==> config.mk <==
export PLATFORM = sky130hd
export DESIGN_NAME = fabric_csr_indirect_write
export DESIGN_NICKNAME = d
export VERILOG_FILES = /design/src/fabric_window_map.v /design/src/fabric_csr_indirect_write.v
export VERILOG_INCLUDE_DIRS = /design/src /design/src/src
export SDC_FILE = /design/constraint.sdc
export NUM_CORES = 1
export LEC_CHECK = 0
export BUFFER_PORTS_ARGS = -buffer_cell sky130_fd_sc_hd__buf_4
export CAP_MARGIN = 10
export CORE_MARGIN = 4
export CORE_UTILIZATION = 40
export CTS_CLUSTER_SIZE = 12
export DETAILED_ROUTE_END_ITERATION = 6
export MAX_ROUTING_LAYER = met4
export PLACE_DENSITY = 0.74
export SLEW_MARGIN = 20
export SYNTH_ARGS = -nofsm -noshare
export SYNTH_HDL_FRONTEND = slang
export SYNTH_HIERARCHICAL = 1
export SYNTH_SLANG_ARGS = --single-unit
export TNS_END_PERCENT = 10
==> constraint.sdc <==
create_clock -name clk_sys -period 15.94 [get_ports clk_sys]
set_clock_uncertainty 0.1 [all_clocks]
set_input_delay 3.188 -clock clk_sys [delete_from_list [all_inputs] [get_ports clk_sys]]
set_output_delay 3.188 -clock clk_sys [all_outputs]
set_load 0.02 [all_outputs]
==> src/fabric_csr_defs.vh <==
`ifndef FABRIC_CSR_DEFS_VH
`define FABRIC_CSR_DEFS_VH

// ==========================================================
// system register byte offsets (10-bit word-aligned space)
`define OFS_ACCESS_VALUE   10'h000
`define OFS_ACCESS_COMMAND 10'h004
`define OFS_FLOW_PORT0     10'h010
`define OFS_FLOW_PORT1     10'h014
`define OFS_FLOW_PORT2     10'h018
`define OFS_STATION_LO     10'h020
`define OFS_STATION_HI     10'h024
// direct window: byte 0x200..0x3FC, bit 9 marks a hit
`define WIN_HIT_BIT        9
`define WIN_SLOT_W         7

// ==========================================================
// command register field positions
`define CMD_PENDING_BIT    31
`define CMD_RNW_BIT        30
`define CMD_STEP_UP_BIT    29
`define CMD_STEP_DOWN_BIT  28
`define CMD_LANES_HI       19
`define CMD_LANES_LO       16
`define CMD_TARGET_HI      15
`define CMD_TARGET_LO      0

// ==========================================================
// reset values, widths and the window lane mask
`define LANES_ALL          4'hF
`define FLOW_W             8
`define FLOW_RESET         8'h00
`define STATION_LO_RESET   32'h00000000
`define STATION_HI_RESET   16'h0000
// upper half of the window lands at fabric 0x1800 onward
`define MAP_HI_BASE        10'h060

`endif

==> src/fabric_window_map.v <==
`timescale 1ns/1ps
`include "fabric_csr_defs.vh"

// ==========================================================
// direct window slot to fabric location translation
module fabric_window_map (
   // window slot
   input  wire [`WIN_SLOT_W-1:0] slot,
   // fabric location
   output reg  [15:0]            location
);

   // only a fixed subset of the fabric space is reachable here
   always @* begin
      if (slot[`WIN_SLOT_W-1]) begin
         location = {`MAP_HI_BASE, slot[5:0]}; //RULE_09
      end else begin
         location = {10'h000, slot[5:0]}; //RULE_09
      end
   end

endmodule

==> src/fabric_csr_indirect_write.v <==
`timescale 1ns/1ps
`include "fabric_csr_defs.vh"

// Summary of operation
// RULE_01 - fabric registers reachable only via bridge registers
// RULE_02 - host loads data before issuing write command
// RULE_03 - command write starts cycle, fields from command
// RULE_04 - pending stays set until fabric cycle completes
// RULE_05 - sequential mode: each data write launches write
// RULE_06 - completed sequential write steps stored target
// RULE_07 - host may chain writes without rewriting command
// RULE_08 - window write loads location, all lanes, pending
// RULE_09 - window maps fixed fabric subset via table
// RULE_10 - host observes minimum waits between accesses
// RULE_11 - direct flow control and station address registers
// RULE_12 - read command; data valid once pending clears
// RULE_13 - sequential read: data read steps, relaunches
// RULE_14 - host avoids bridge writes while pending set
module fabric_csr_indirect_write #(
   parameter ADDR_W = 10
) (
   // clock and reset
   input  wire              clk_sys,
   input  wire              sys_rst,
   // system register bus
   input  wire [ADDR_W-1:0] reg_addr,
   input  wire              reg_wr,
   input  wire              reg_rd,
   input  wire [31:0]       reg_wdata,
   output reg  [31:0]       reg_rdata,
   output reg               reg_rvalid,
   // fabric register port
   output reg               fab_req,
   output wire              fab_we,
   output wire [15:0]       fab_addr,
   output wire [3:0]        fab_be,
   output wire [31:0]       fab_wdata,
   input  wire              fab_ack,
   input  wire [31:0]       fab_rdata,
   // direct fabric configuration
   output reg  [`FLOW_W-1:0] flow_port0,
   output reg  [`FLOW_W-1:0] flow_port1,
   output reg  [`FLOW_W-1:0] flow_port2,
   output wire [47:0]       station_addr
);

   // =======================================================
   // state
   reg        cycle_pending;
   reg        read_not_write;
   reg        step_up;
   reg        step_down;
   reg [3:0]  byte_lane_enables;
   reg [15:0] target_location;
   reg [31:0] fabric_access_value;
   reg [31:0] station_lo;
   reg [15:0] station_hi;
   reg [31:0] next_rdata;

   wire [`WIN_SLOT_W-1:0] win_slot;
   wire [15:0]            win_location;
   wire                   win_hit;
   wire                   stepping;
   wire                   hit_value;
   wire                   hit_cmd;
   wire [31:0]            fabric_access_command;

   assign win_slot = reg_addr[`WIN_SLOT_W+1:2];
   assign win_hit  = reg_addr[`WIN_HIT_BIT];
   assign stepping = step_up | step_down;
   assign hit_value = (reg_addr == `OFS_ACCESS_VALUE);
   assign hit_cmd   = (reg_addr == `OFS_ACCESS_COMMAND);

   assign fabric_access_command = {cycle_pending, read_not_write,
                                   step_up, step_down, 8'h00,
                                   byte_lane_enables,
                                   target_location};

   // fabric port is driven straight from the held command
   // no extra stage: the fields are flops already and stay frozen
   // while a cycle is pending, so the port adds no latency
   assign fab_we       = ~read_not_write;
   assign fab_addr     = target_location;
   assign fab_be       = byte_lane_enables;
   assign fab_wdata    = fabric_access_value;
   assign station_addr = {station_hi, station_lo};

   // =======================================================
   // address stepping
   // wraps silently at both ends of the 16-bit location space
   function [15:0] stepped;
      input [15:0] loc;
      input        down;
      begin
         if (down) begin
            stepped = loc - 16'h0001;
         end else begin
            stepped = loc + 16'h0001;
         end
      end
   endfunction

   fabric_window_map u_map (
      .slot     (win_slot),
      .location (win_location)
   );

   // =======================================================
   // register read mux, one cycle latency
   // window reads answer zero: the window is write-only
   always @* begin
      next_rdata = 32'h00000000;
      if (hit_value) begin
         next_rdata = fabric_access_value; //RULE_12
      end else if (hit_cmd) begin
         next_rdata = fabric_access_command; //RULE_04
      end else if (reg_addr == `OFS_FLOW_PORT0) begin
         next_rdata = {24'h000000, flow_port0};
      end else if (reg_addr == `OFS_FLOW_PORT1) begin
         next_rdata = {24'h000000, flow_port1};
      end else if (reg_addr == `OFS_FLOW_PORT2) begin
         next_rdata = {24'h000000, flow_port2};
      end else if (reg_addr == `OFS_STATION_LO) begin
         next_rdata = station_lo;
      end else if (reg_addr == `OFS_STATION_HI) begin
         next_rdata = {16'h0000, station_hi};
      end
   end

   always @(posedge clk_sys or posedge sys_rst) begin
      if (sys_rst) begin
         reg_rdata  <= 32'h00000000;
         reg_rvalid <= 1'b0;
      end else begin
         reg_rvalid <= reg_rd;
         if (reg_rd) begin
            reg_rdata <= next_rdata;
         end
      end
   end

   // =======================================================
   // directly mapped configuration
   always @(posedge clk_sys or posedge sys_rst) begin
      if (sys_rst) begin
         flow_port0 <= `FLOW_RESET;
         flow_port1 <= `FLOW_RESET;
         flow_port2 <= `FLOW_RESET;
         station_lo <= `STATION_LO_RESET;
         station_hi <= `STATION_HI_RESET;
      end else if (reg_wr) begin
         case (reg_addr)
            `OFS_FLOW_PORT0: flow_port0 <= reg_wdata[`FLOW_W-1:0]; //RULE_11
            `OFS_FLOW_PORT1: flow_port1 <= reg_wdata[`FLOW_W-1:0]; //RULE_11
            `OFS_FLOW_PORT2: flow_port2 <= reg_wdata[`FLOW_W-1:0]; //RULE_11
            `OFS_STATION_LO: station_lo <= reg_wdata; //RULE_11
            `OFS_STATION_HI: station_hi <= reg_wdata[15:0]; //RULE_11
            default: begin
            end
         endcase
      end
   end

   // =======================================================
   // indirect access engine
   // bridge writes during a pending cycle are dropped so the held
   // command and data can never change under the fabric
   // pending and request always rise and fall together
   always @(posedge clk_sys or posedge sys_rst) begin
      if (sys_rst) begin
         cycle_pending       <= 1'b0;
         read_not_write      <= 1'b0;
         step_up             <= 1'b0;
         step_down           <= 1'b0;
         byte_lane_enables   <= 4'h0;
         target_location     <= 16'h0000;
         fabric_access_value <= 32'h00000000;
         fab_req             <= 1'b0;
      end else if (fab_req) begin
         if (fab_ack) begin
            fab_req       <= 1'b0;
            cycle_pending <= 1'b0; //RULE_04
            if (read_not_write) begin
               fabric_access_value <= fab_rdata; //RULE_12
            end else if (stepping) begin
               target_location <= stepped(target_location,
                                          step_down); //RULE_06
            end
         end
      end else if (reg_wr && win_hit) begin
         // step bits are kept, so a window write made in sequential
         // mode still steps the location; software clears them first
         target_location     <= win_location; //RULE_08
         byte_lane_enables   <= `LANES_ALL; //RULE_08
         read_not_write      <= 1'b0; //RULE_08
         fabric_access_value <= reg_wdata;
         cycle_pending       <= 1'b1; //RULE_08
         fab_req             <= 1'b1; //RULE_01
      end else if (reg_wr && hit_cmd) begin
         read_not_write    <= reg_wdata[`CMD_RNW_BIT]; //RULE_03
         step_up           <= reg_wdata[`CMD_STEP_UP_BIT]; //RULE_05
         step_down         <= reg_wdata[`CMD_STEP_DOWN_BIT]; //RULE_05
         byte_lane_enables <= reg_wdata[`CMD_LANES_HI:`CMD_LANES_LO]; //RULE_03
         target_location   <=
            reg_wdata[`CMD_TARGET_HI:`CMD_TARGET_LO]; //RULE_03
         if (reg_wdata[`CMD_PENDING_BIT]) begin
            cycle_pending <= 1'b1; //RULE_03
            fab_req       <= 1'b1; //RULE_12
         end
      end else if (reg_wr && hit_value) begin
         fabric_access_value <= reg_wdata;
         if (stepping && !read_not_write) begin
            cycle_pending <= 1'b1; //RULE_05
            fab_req       <= 1'b1; //RULE_05
         end
      end else if (reg_rd && hit_value && stepping && read_not_write) begin
         // the strobe that returns this value also fetches the next one
         target_location <= stepped(target_location, step_down); //RULE_13
         cycle_pending   <= 1'b1; //RULE_13
         fab_req         <= 1'b1; //RULE_13
      end
   end

endmodule

==> results.md, run 1 <==
- Synth top area share: 49.3%
- Die Wd: around 150 um
- Total Routing Usage GR: 23.2%
- DR iter-0 viols: ~450
- Max_cap viols: 0
- Hold Startpoint: fab_wdata[17]
- Max-slew violation count: 0
- Commonest non-fill, non-tap cell in the layout: buf_4
- Drt via density: 5.59
- Clock Latency Late Sink: ~0.42 ns
- Initial antenna violation count: 0
- R2r worst-path depth: 8
- VDD IR max: 74.5 uV
- Number of port buffers: 237
- Post-CTS sizing: 0
- Placed cell area: a little over 10000 sq um
- Leak: approximately 5.2 nW
- Ant. Diodes: 0
- Final Cell Area: 10700 sq um
- Largest net degree at the start of global routing: ~100
- DRC viols: 0
- Unrepaired setup endpoints after global routing: false
- Fmax: approximately 0.17 GHz
- First-pass GRT wire length: a little under 40000 um
- Post-CTS setup buffer count: 0
- Critical Path Start: reg_addr[4]
- Worst path required time: between 15 and 20 ns
- Cell Area, Synth: between 8000 and 9000 sq um
- First-pass DRT Iterations: 5
- Ranking of synthesized cells by area: dfrtp_1 49%, mux2_2 12%, mux2i_1 5.1%, a22oi_1 3.8%, nor2_1 3.2%
- Critical Path Fanout Max: 33
- Commonest non-fill, non-tap cells in the layout: 243 x buf_4, 161 x dfrtp_1, 84 x mux2_2
- Startpoint types: primary input
- Initial Util: between 40% and 50%
- Metal2 WL: 12700 um
- H-Tree Depth: 4
- Overflow after GRT: 0
- Critical path type: in2reg
- Post-synth EDFFs: 0
- Die height: between 150 and 200 um
- Filler cells: 1785
- Seq/Total Area, Yosys: around half
- PwrDens: 118 nW/um^2
- Post-synth ARST share: 100%
- Critical-path cell list: buf_4, nor4b_2, nand2_1, nor2_4, nand2_2, mux2_2
- Period minus WS final: between 6 and 7 ns
- Layout area overhead: 30.3%
- Met3 wire len: 1720 um
- Cells after Synth: roughly 770
- Slowest stage delay, CP: ~0.82 ns
- Yosys reg bits: around 160
- Hold_buf cts: 0
- Clock-pin slew on the worst setup and hold paths: 0.07 ns
- Row count: 52
- Final period util: between 30% and 40%
- Dpl hpwl: about 19000 um
- I/O pins: 238
- Post-synth top flop: dfrtp_1
- TritonCTS Sinks: 162
- Via count: 7018
- Final GP Congestion: around 0.94
- Worst slew pin tran: about 0.95 ns
- Post-Route Setup TNS: 0 ns
- Final-report setup violation count: 0
- Overall Power: about 1.3 mW
- Highest routed layer: met4
- Cell variety after synth: slightly above 60
- Cells on Worst Hold Path: 2
- CTS Buf Count: 17
- Synth area leader: dfrtp_1
- Min-Delay Path Class: reg2reg
- Metal-1 WL: around 11000 um
- Reg area: between 4000 and 5000 sq um
- Worst hold slack: between 0.4 and 0.5 ns
- Clock buffer depth: 2
- Worst r2r src: step_down
- Final worst slack: around 9.9 ns
- Routed length per placed instance: 20.9 um
- Core area: between 20000 and 25000 sq um
- Status: finished clean
- CTS tree: built
- Worst setup EP type: register
- Antenna Violating Nets Remaining: 0
- WP data arrival: approximately 6.3 ns
- Relative slew margins: roughly 36%
- Layout Nets: 1068
- Share of cells above drive strength 1: between 30% and 40%
- CTS root buffer: clkbuf_16
- Die area: roughly 23000 sq um
- Footprint of the multi-input gates: around 3900 sq um
- YS warnings: 6
- Vias in the first global route: slightly below 7000
- Place WS: 9.43 ns
- Final hold violation count: 0
- Slowest cell on the critical path: nor4b_2
- Mean post-synth cell area: 10.7 sq um
- Detailed Route WL: ~26000 um
-- metrics by stage --
step	util [%]	cells
finish	52.9	1256
global route	52.9	1256
CTS	52.9	1256
detailed placement	50.0	1225
global placement	50.0	1225
floorplan	-	773
-- area by class of cell --
type / instances / share of cell area, %
clock inverters: 13 / 1.31
well taps: 270 / 3.15
flip-flops and latches: 162 / 37.9
inverters: 5 / 0.222
clock buffers: 18 / 4.10
multi-input cells: 545 / 36.3
repair buffers: 243 / 17.0
-- final timing paths --
path                                       end  slack, ns
worst max-delay path            station_lo[14]       9.88
worst min-delay path             fab_wdata[17]       0.42
worst max register to register    fab_addr[14]      12.65
worst min register to register   fab_wdata[17]       0.42
max in group asynchronous              fab_req      11.52
min in group asynchronous         fab_wdata[4]       2.88
-- cells by family (layout without fill, tap and decap cells) --
logic type	Yosys count	in the layout	share of synthesized area [%]
flip-flops	162	162	49.3
buffers and inverters	66	279	3.88
other	1	8	0.0456
AO/OA/AOI/OAI	205	205	16.3
AND/OR/NAND/NOR	179	179	10.2
multiplexers	126	126	16.6
adder cells (fa/ha/maj)	15	15	2.37
XOR/XNOR	12	12	1.28
-- critical path, delay by kind of cell --
kind                   cells  cell delay [ns]
multiplexers               1             0.50
AND/OR/NAND/NOR            4             2.42
buffers and inverters      1             0.13
-- routing by layer --
metal  GRT usage, %  vias up
li1               -     3223
met1           30.6     3471
met4           7.93        0
met3           3.38       42
met2           37.0      282
met5              -        -
-- report_power, final --
group	total (mW)	internal [mW]	leakage [nW]	switching (mW)
combinational	0.343	0.149	2.79	0.193
clock	0.408	0.225	0.281	0.184
sequential	0.517	0.458	2.09	0.0583
total	1.27	0.833	5.16	0.435
-- state kept, by name, summed over array words and instances (netlist names) --
signal / cells
fab_wdata: 32
reg_rdata: 32
station_lo: 32
fab_addr: 16
station_hi: 16
flow_port0: 8
flow_port1: 8
flow_port2: 8
fab_be: 4
cycle_pending: 1
fab_req: 1
read_not_write: 1
reg_rvalid: 1
step_down: 1
step_up: 1
-- Yosys cell counts, types with 3 or more instances --
cell type	instances
xor2_1	9
nor3_1	5
o21ai_0	24
o21a_1	4
a31oi_1	21
nand3_1	7
o211ai_1	5
a22oi_1	42
nor2_1	71
a21oi_1	46
nand3b_1	4
mux2i_1	42
o22ai_1	3
a221oi_1	9
o22a_1	4
clkbuf_1	31
ha_1	14
xnor2_1	3
a222oi_1	5
nand2b_1	3
mux2_2	84
dfrtp_1	162
a21o_1	5
buf_4	16
o21ai_1	21
and3_1	3
buf_2	9
nand2_1	66
buf_1	5
inv_1	4
No activity file was read; power rests on OpenSTA's default activity.
==> inputs of run 2 (changes only) <==
--- a/config.mk
+++ b/config.mk
@@ -13,7 +13,7 @@
 export CTS_CLUSTER_SIZE = 12
 export DETAILED_ROUTE_END_ITERATION = 6
 export MAX_ROUTING_LAYER = met4
-export PLACE_DENSITY = 0.74
+export PLACE_DENSITY = 0.77
 export SLEW_MARGIN = 20
 export SYNTH_ARGS = -nofsm -noshare
 export SYNTH_HDL_FRONTEND = slang
==> constraint.sdc (replaced) <==
create_clock -name clk_sys -period 5.3 [get_ports clk_sys]
set_clock_uncertainty 0.1 [all_clocks]
set_input_delay 1.06 -clock clk_sys [delete_from_list [all_inputs] [get_ports clk_sys]]
set_output_delay 1.06 -clock clk_sys [all_outputs]
set_load 0.02 [all_outputs]
==> results.md, run 2 (synthesized netlist as in run 1, its figures left out) <==
- Via count: 7116 (+1.4%)
- Period minus WS final: ~3.5 ns
- Detailed Route WL: 26400 um (+0.63%)
- Dpl hpwl: 19300 um (+0.96%)
- PwrDens: 365 nW/um^2 (+210%)
- Overall Power: 3.95 mW (+210%)
- Final Non-Filler Cells: 1260 (+0.32%)
- Startpoint types: primary input
- CTS Buf Count: 17 (unchanged)
- Worst path bufs/invs: 2 (+1)
- DR iter-0 viols: 487 (+8.5%)
- Post-CTS sizing: 0 (unchanged)
- Layout Nets: 1071 (+0.28%)
- Filler cells: 1775 (-0.56%)
- Footprint of the multi-input gates: 3890 sq um (unchanged)
- Final hold violation count: 0 (unchanged)
- TritonCTS Sinks: 162 (unchanged)
- Largest net degree at the start of global routing: 79 (-24%)
- Share of cells above drive strength 1: 38.3% (+0.048 points)
- Row count: 52 (unchanged)
- Reg area: 4060 sq um (unchanged)
- Total Routing Usage GR: 23.5% (+0.23 points)
- Min-Delay Path Class: reg2reg
- Critical-path cell list: buf_4, or3_1, nor2_4, nand2_1, nor2_4, buf_4, nand2_2, mux2_2
- Ant. Diodes: 0 (unchanged)
- Clock Latency Late Sink: 0.43 ns (about the same)
- Worst path required time: 5.51 ns (-10.63 ns)
- Final GP Congestion: 0.916 (-2.8%)
- Worst setup EP type: register
- Slowest stage delay, CP: 0.62 ns (-0.20 ns)
- Commonest non-fill, non-tap cell in the layout: buf_4
- First-pass GRT wire length: 39900 um (+1.3%)
- Core area: 20200 sq um (unchanged)
- Status: finished, violations left
- Worst slew pin tran: 0.976 ns (+0.0300 ns)
- Post-CTS setup buffer count: 0 (unchanged)
- Placed Cells incl. Taps: 1228 (+0.24%)
- Placed cell area: 10200 sq um (+0.33%)
- Vias in the first global route: 6970 (+2.0%)
- Die Wd: 151 um (unchanged)
- Initial Util: 40.6% (unchanged)
- Clock-pin slew on the worst setup and hold paths: 0.06 ns (about the same)
- DRC viols: 12 (+12)
- Final Cell Area: 10800 sq um (+0.93%)
- Slowest cell on the critical path: nand2_2
- Final period util: 65.8%
- Final-report setup violation count: 0 (unchanged)
- I/O pins: 238 (unchanged)
- Commonest non-fill, non-tap cells in the layout: 245 x buf_4, 161 x dfrtp_1, 84 x mux2_2
- First-pass DRT Iterations: 7 (+2)
- Setup slack, reg-to-reg: 2.04 ns (-10.61 ns)
- Max-slew violation count: 0 (unchanged)
- Hold_buf cts: 0 (unchanged)
- Overflow after GRT: 0 (unchanged)
- CTS tree: built
- Failing checks: DRC
- Final Util: 53.4% (+0.49 points)
- Max_cap viols: 0 (unchanged)
- Antenna Violating Nets Remaining: 0 (unchanged)
- Leak: 5.21 nW (+1.0%)
- Die height: 151 um (unchanged)
- VDD IR max: 235 uV (+220%)
- Delay-heaviest family, CP: simple AND/OR/NAND/NOR gates
- H-Tree Depth: 4 (unchanged)
- Drt via density: 5.65 (+1.1%)
- Post-Route Setup TNS: 0 ns (unchanged)
- Routed length per placed instance: 20.9 um (+0.31%)
- Initial antenna violation count: 0 (unchanged)
- WP data arrival: 3.69 ns (-2.57 ns)
- Clock buffer depth: 2 (unchanged)
- Die area: 22900 sq um (unchanged)
- Relative slew margins: 34.9% (-1.5 points)
- Number of port buffers: 237 (unchanged)
- Critical path type: in2reg
- CTS root buffer: clkbuf_16
- Unrepaired setup endpoints after global routing: false
- Critical Path Fanout Max: 33 (unchanged)
- Layout area overhead: 31.5%
- Fmax: roughly 0.29 GHz
[run 2: through the flow]
stage | setup WS, ns | hold WS (ns)
floorplan | 2.08 | 0.405
global placement | 1.42 | 0.393
detailed placement | 1.34 | 0.401
CTS | 1.81 | 0.415
global route | 1.67 | 0.438
finish | 1.81 | 0.414
[run 2: area by class of cell]
cell class / instances / share of cell area (%)
repair buffers: 246 / 17.2
clock inverters: 10 / 1.59
clock buffers: 22 / 4.39
well taps: 270 / 3.12
inverters: 5 / 0.208
multi-input cells: 545 / 36.0
flip-flops and latches: 162 / 37.5
[run 2: report_power, final]
group	leakage (nW)	switching, mW	internal (mW)
registers	2.09	0.190	1.38
clock network	0.317	0.512	0.834
logic	2.81	0.585	0.451
total	5.21	1.29	2.66
[run 2: path summary, 6_finish.rpt]
kind / endpoint / startpoint / cells after the start
max: station_lo[20] / reg_addr[1] / 8
min: fab_wdata[22] / fab_wdata[22] / 2
max reg2reg: fab_addr[14] / step_down / 8
min reg2reg: fab_wdata[22] / fab_wdata[22] / 2
max in group asynchronous: fab_addr[10] / sys_rst / 3
min in group asynchronous: fab_wdata[23] / sys_rst / 2
[run 2: per-layer routing]
layer / wire, um / share of wire (%) / vias to the layer above / global-route usage [%]
li1: - / - / 3220 / -
met1: 10600 / 40 / 3530 / 30.0
met2: 13000 / 49 / 320 / 37.8
met3: 2090 / 7.9 / 46 / 4.91
met4: 622 / 2.4 / 0 / 6.89
met5: 0 / 0 / - / -
[run 2: worst register-to-register path, stage by stage (launching register included)]
cell and delay [ns]:
dfrtp_1 0.72, fa_1 0.63, a211oi_1 0.33, o211ai_1 0.19, a2111oi_0 0.40, nor2_1 0.12
a21oi_1 0.22, nor4b_1 0.09, o32a_1 0.36
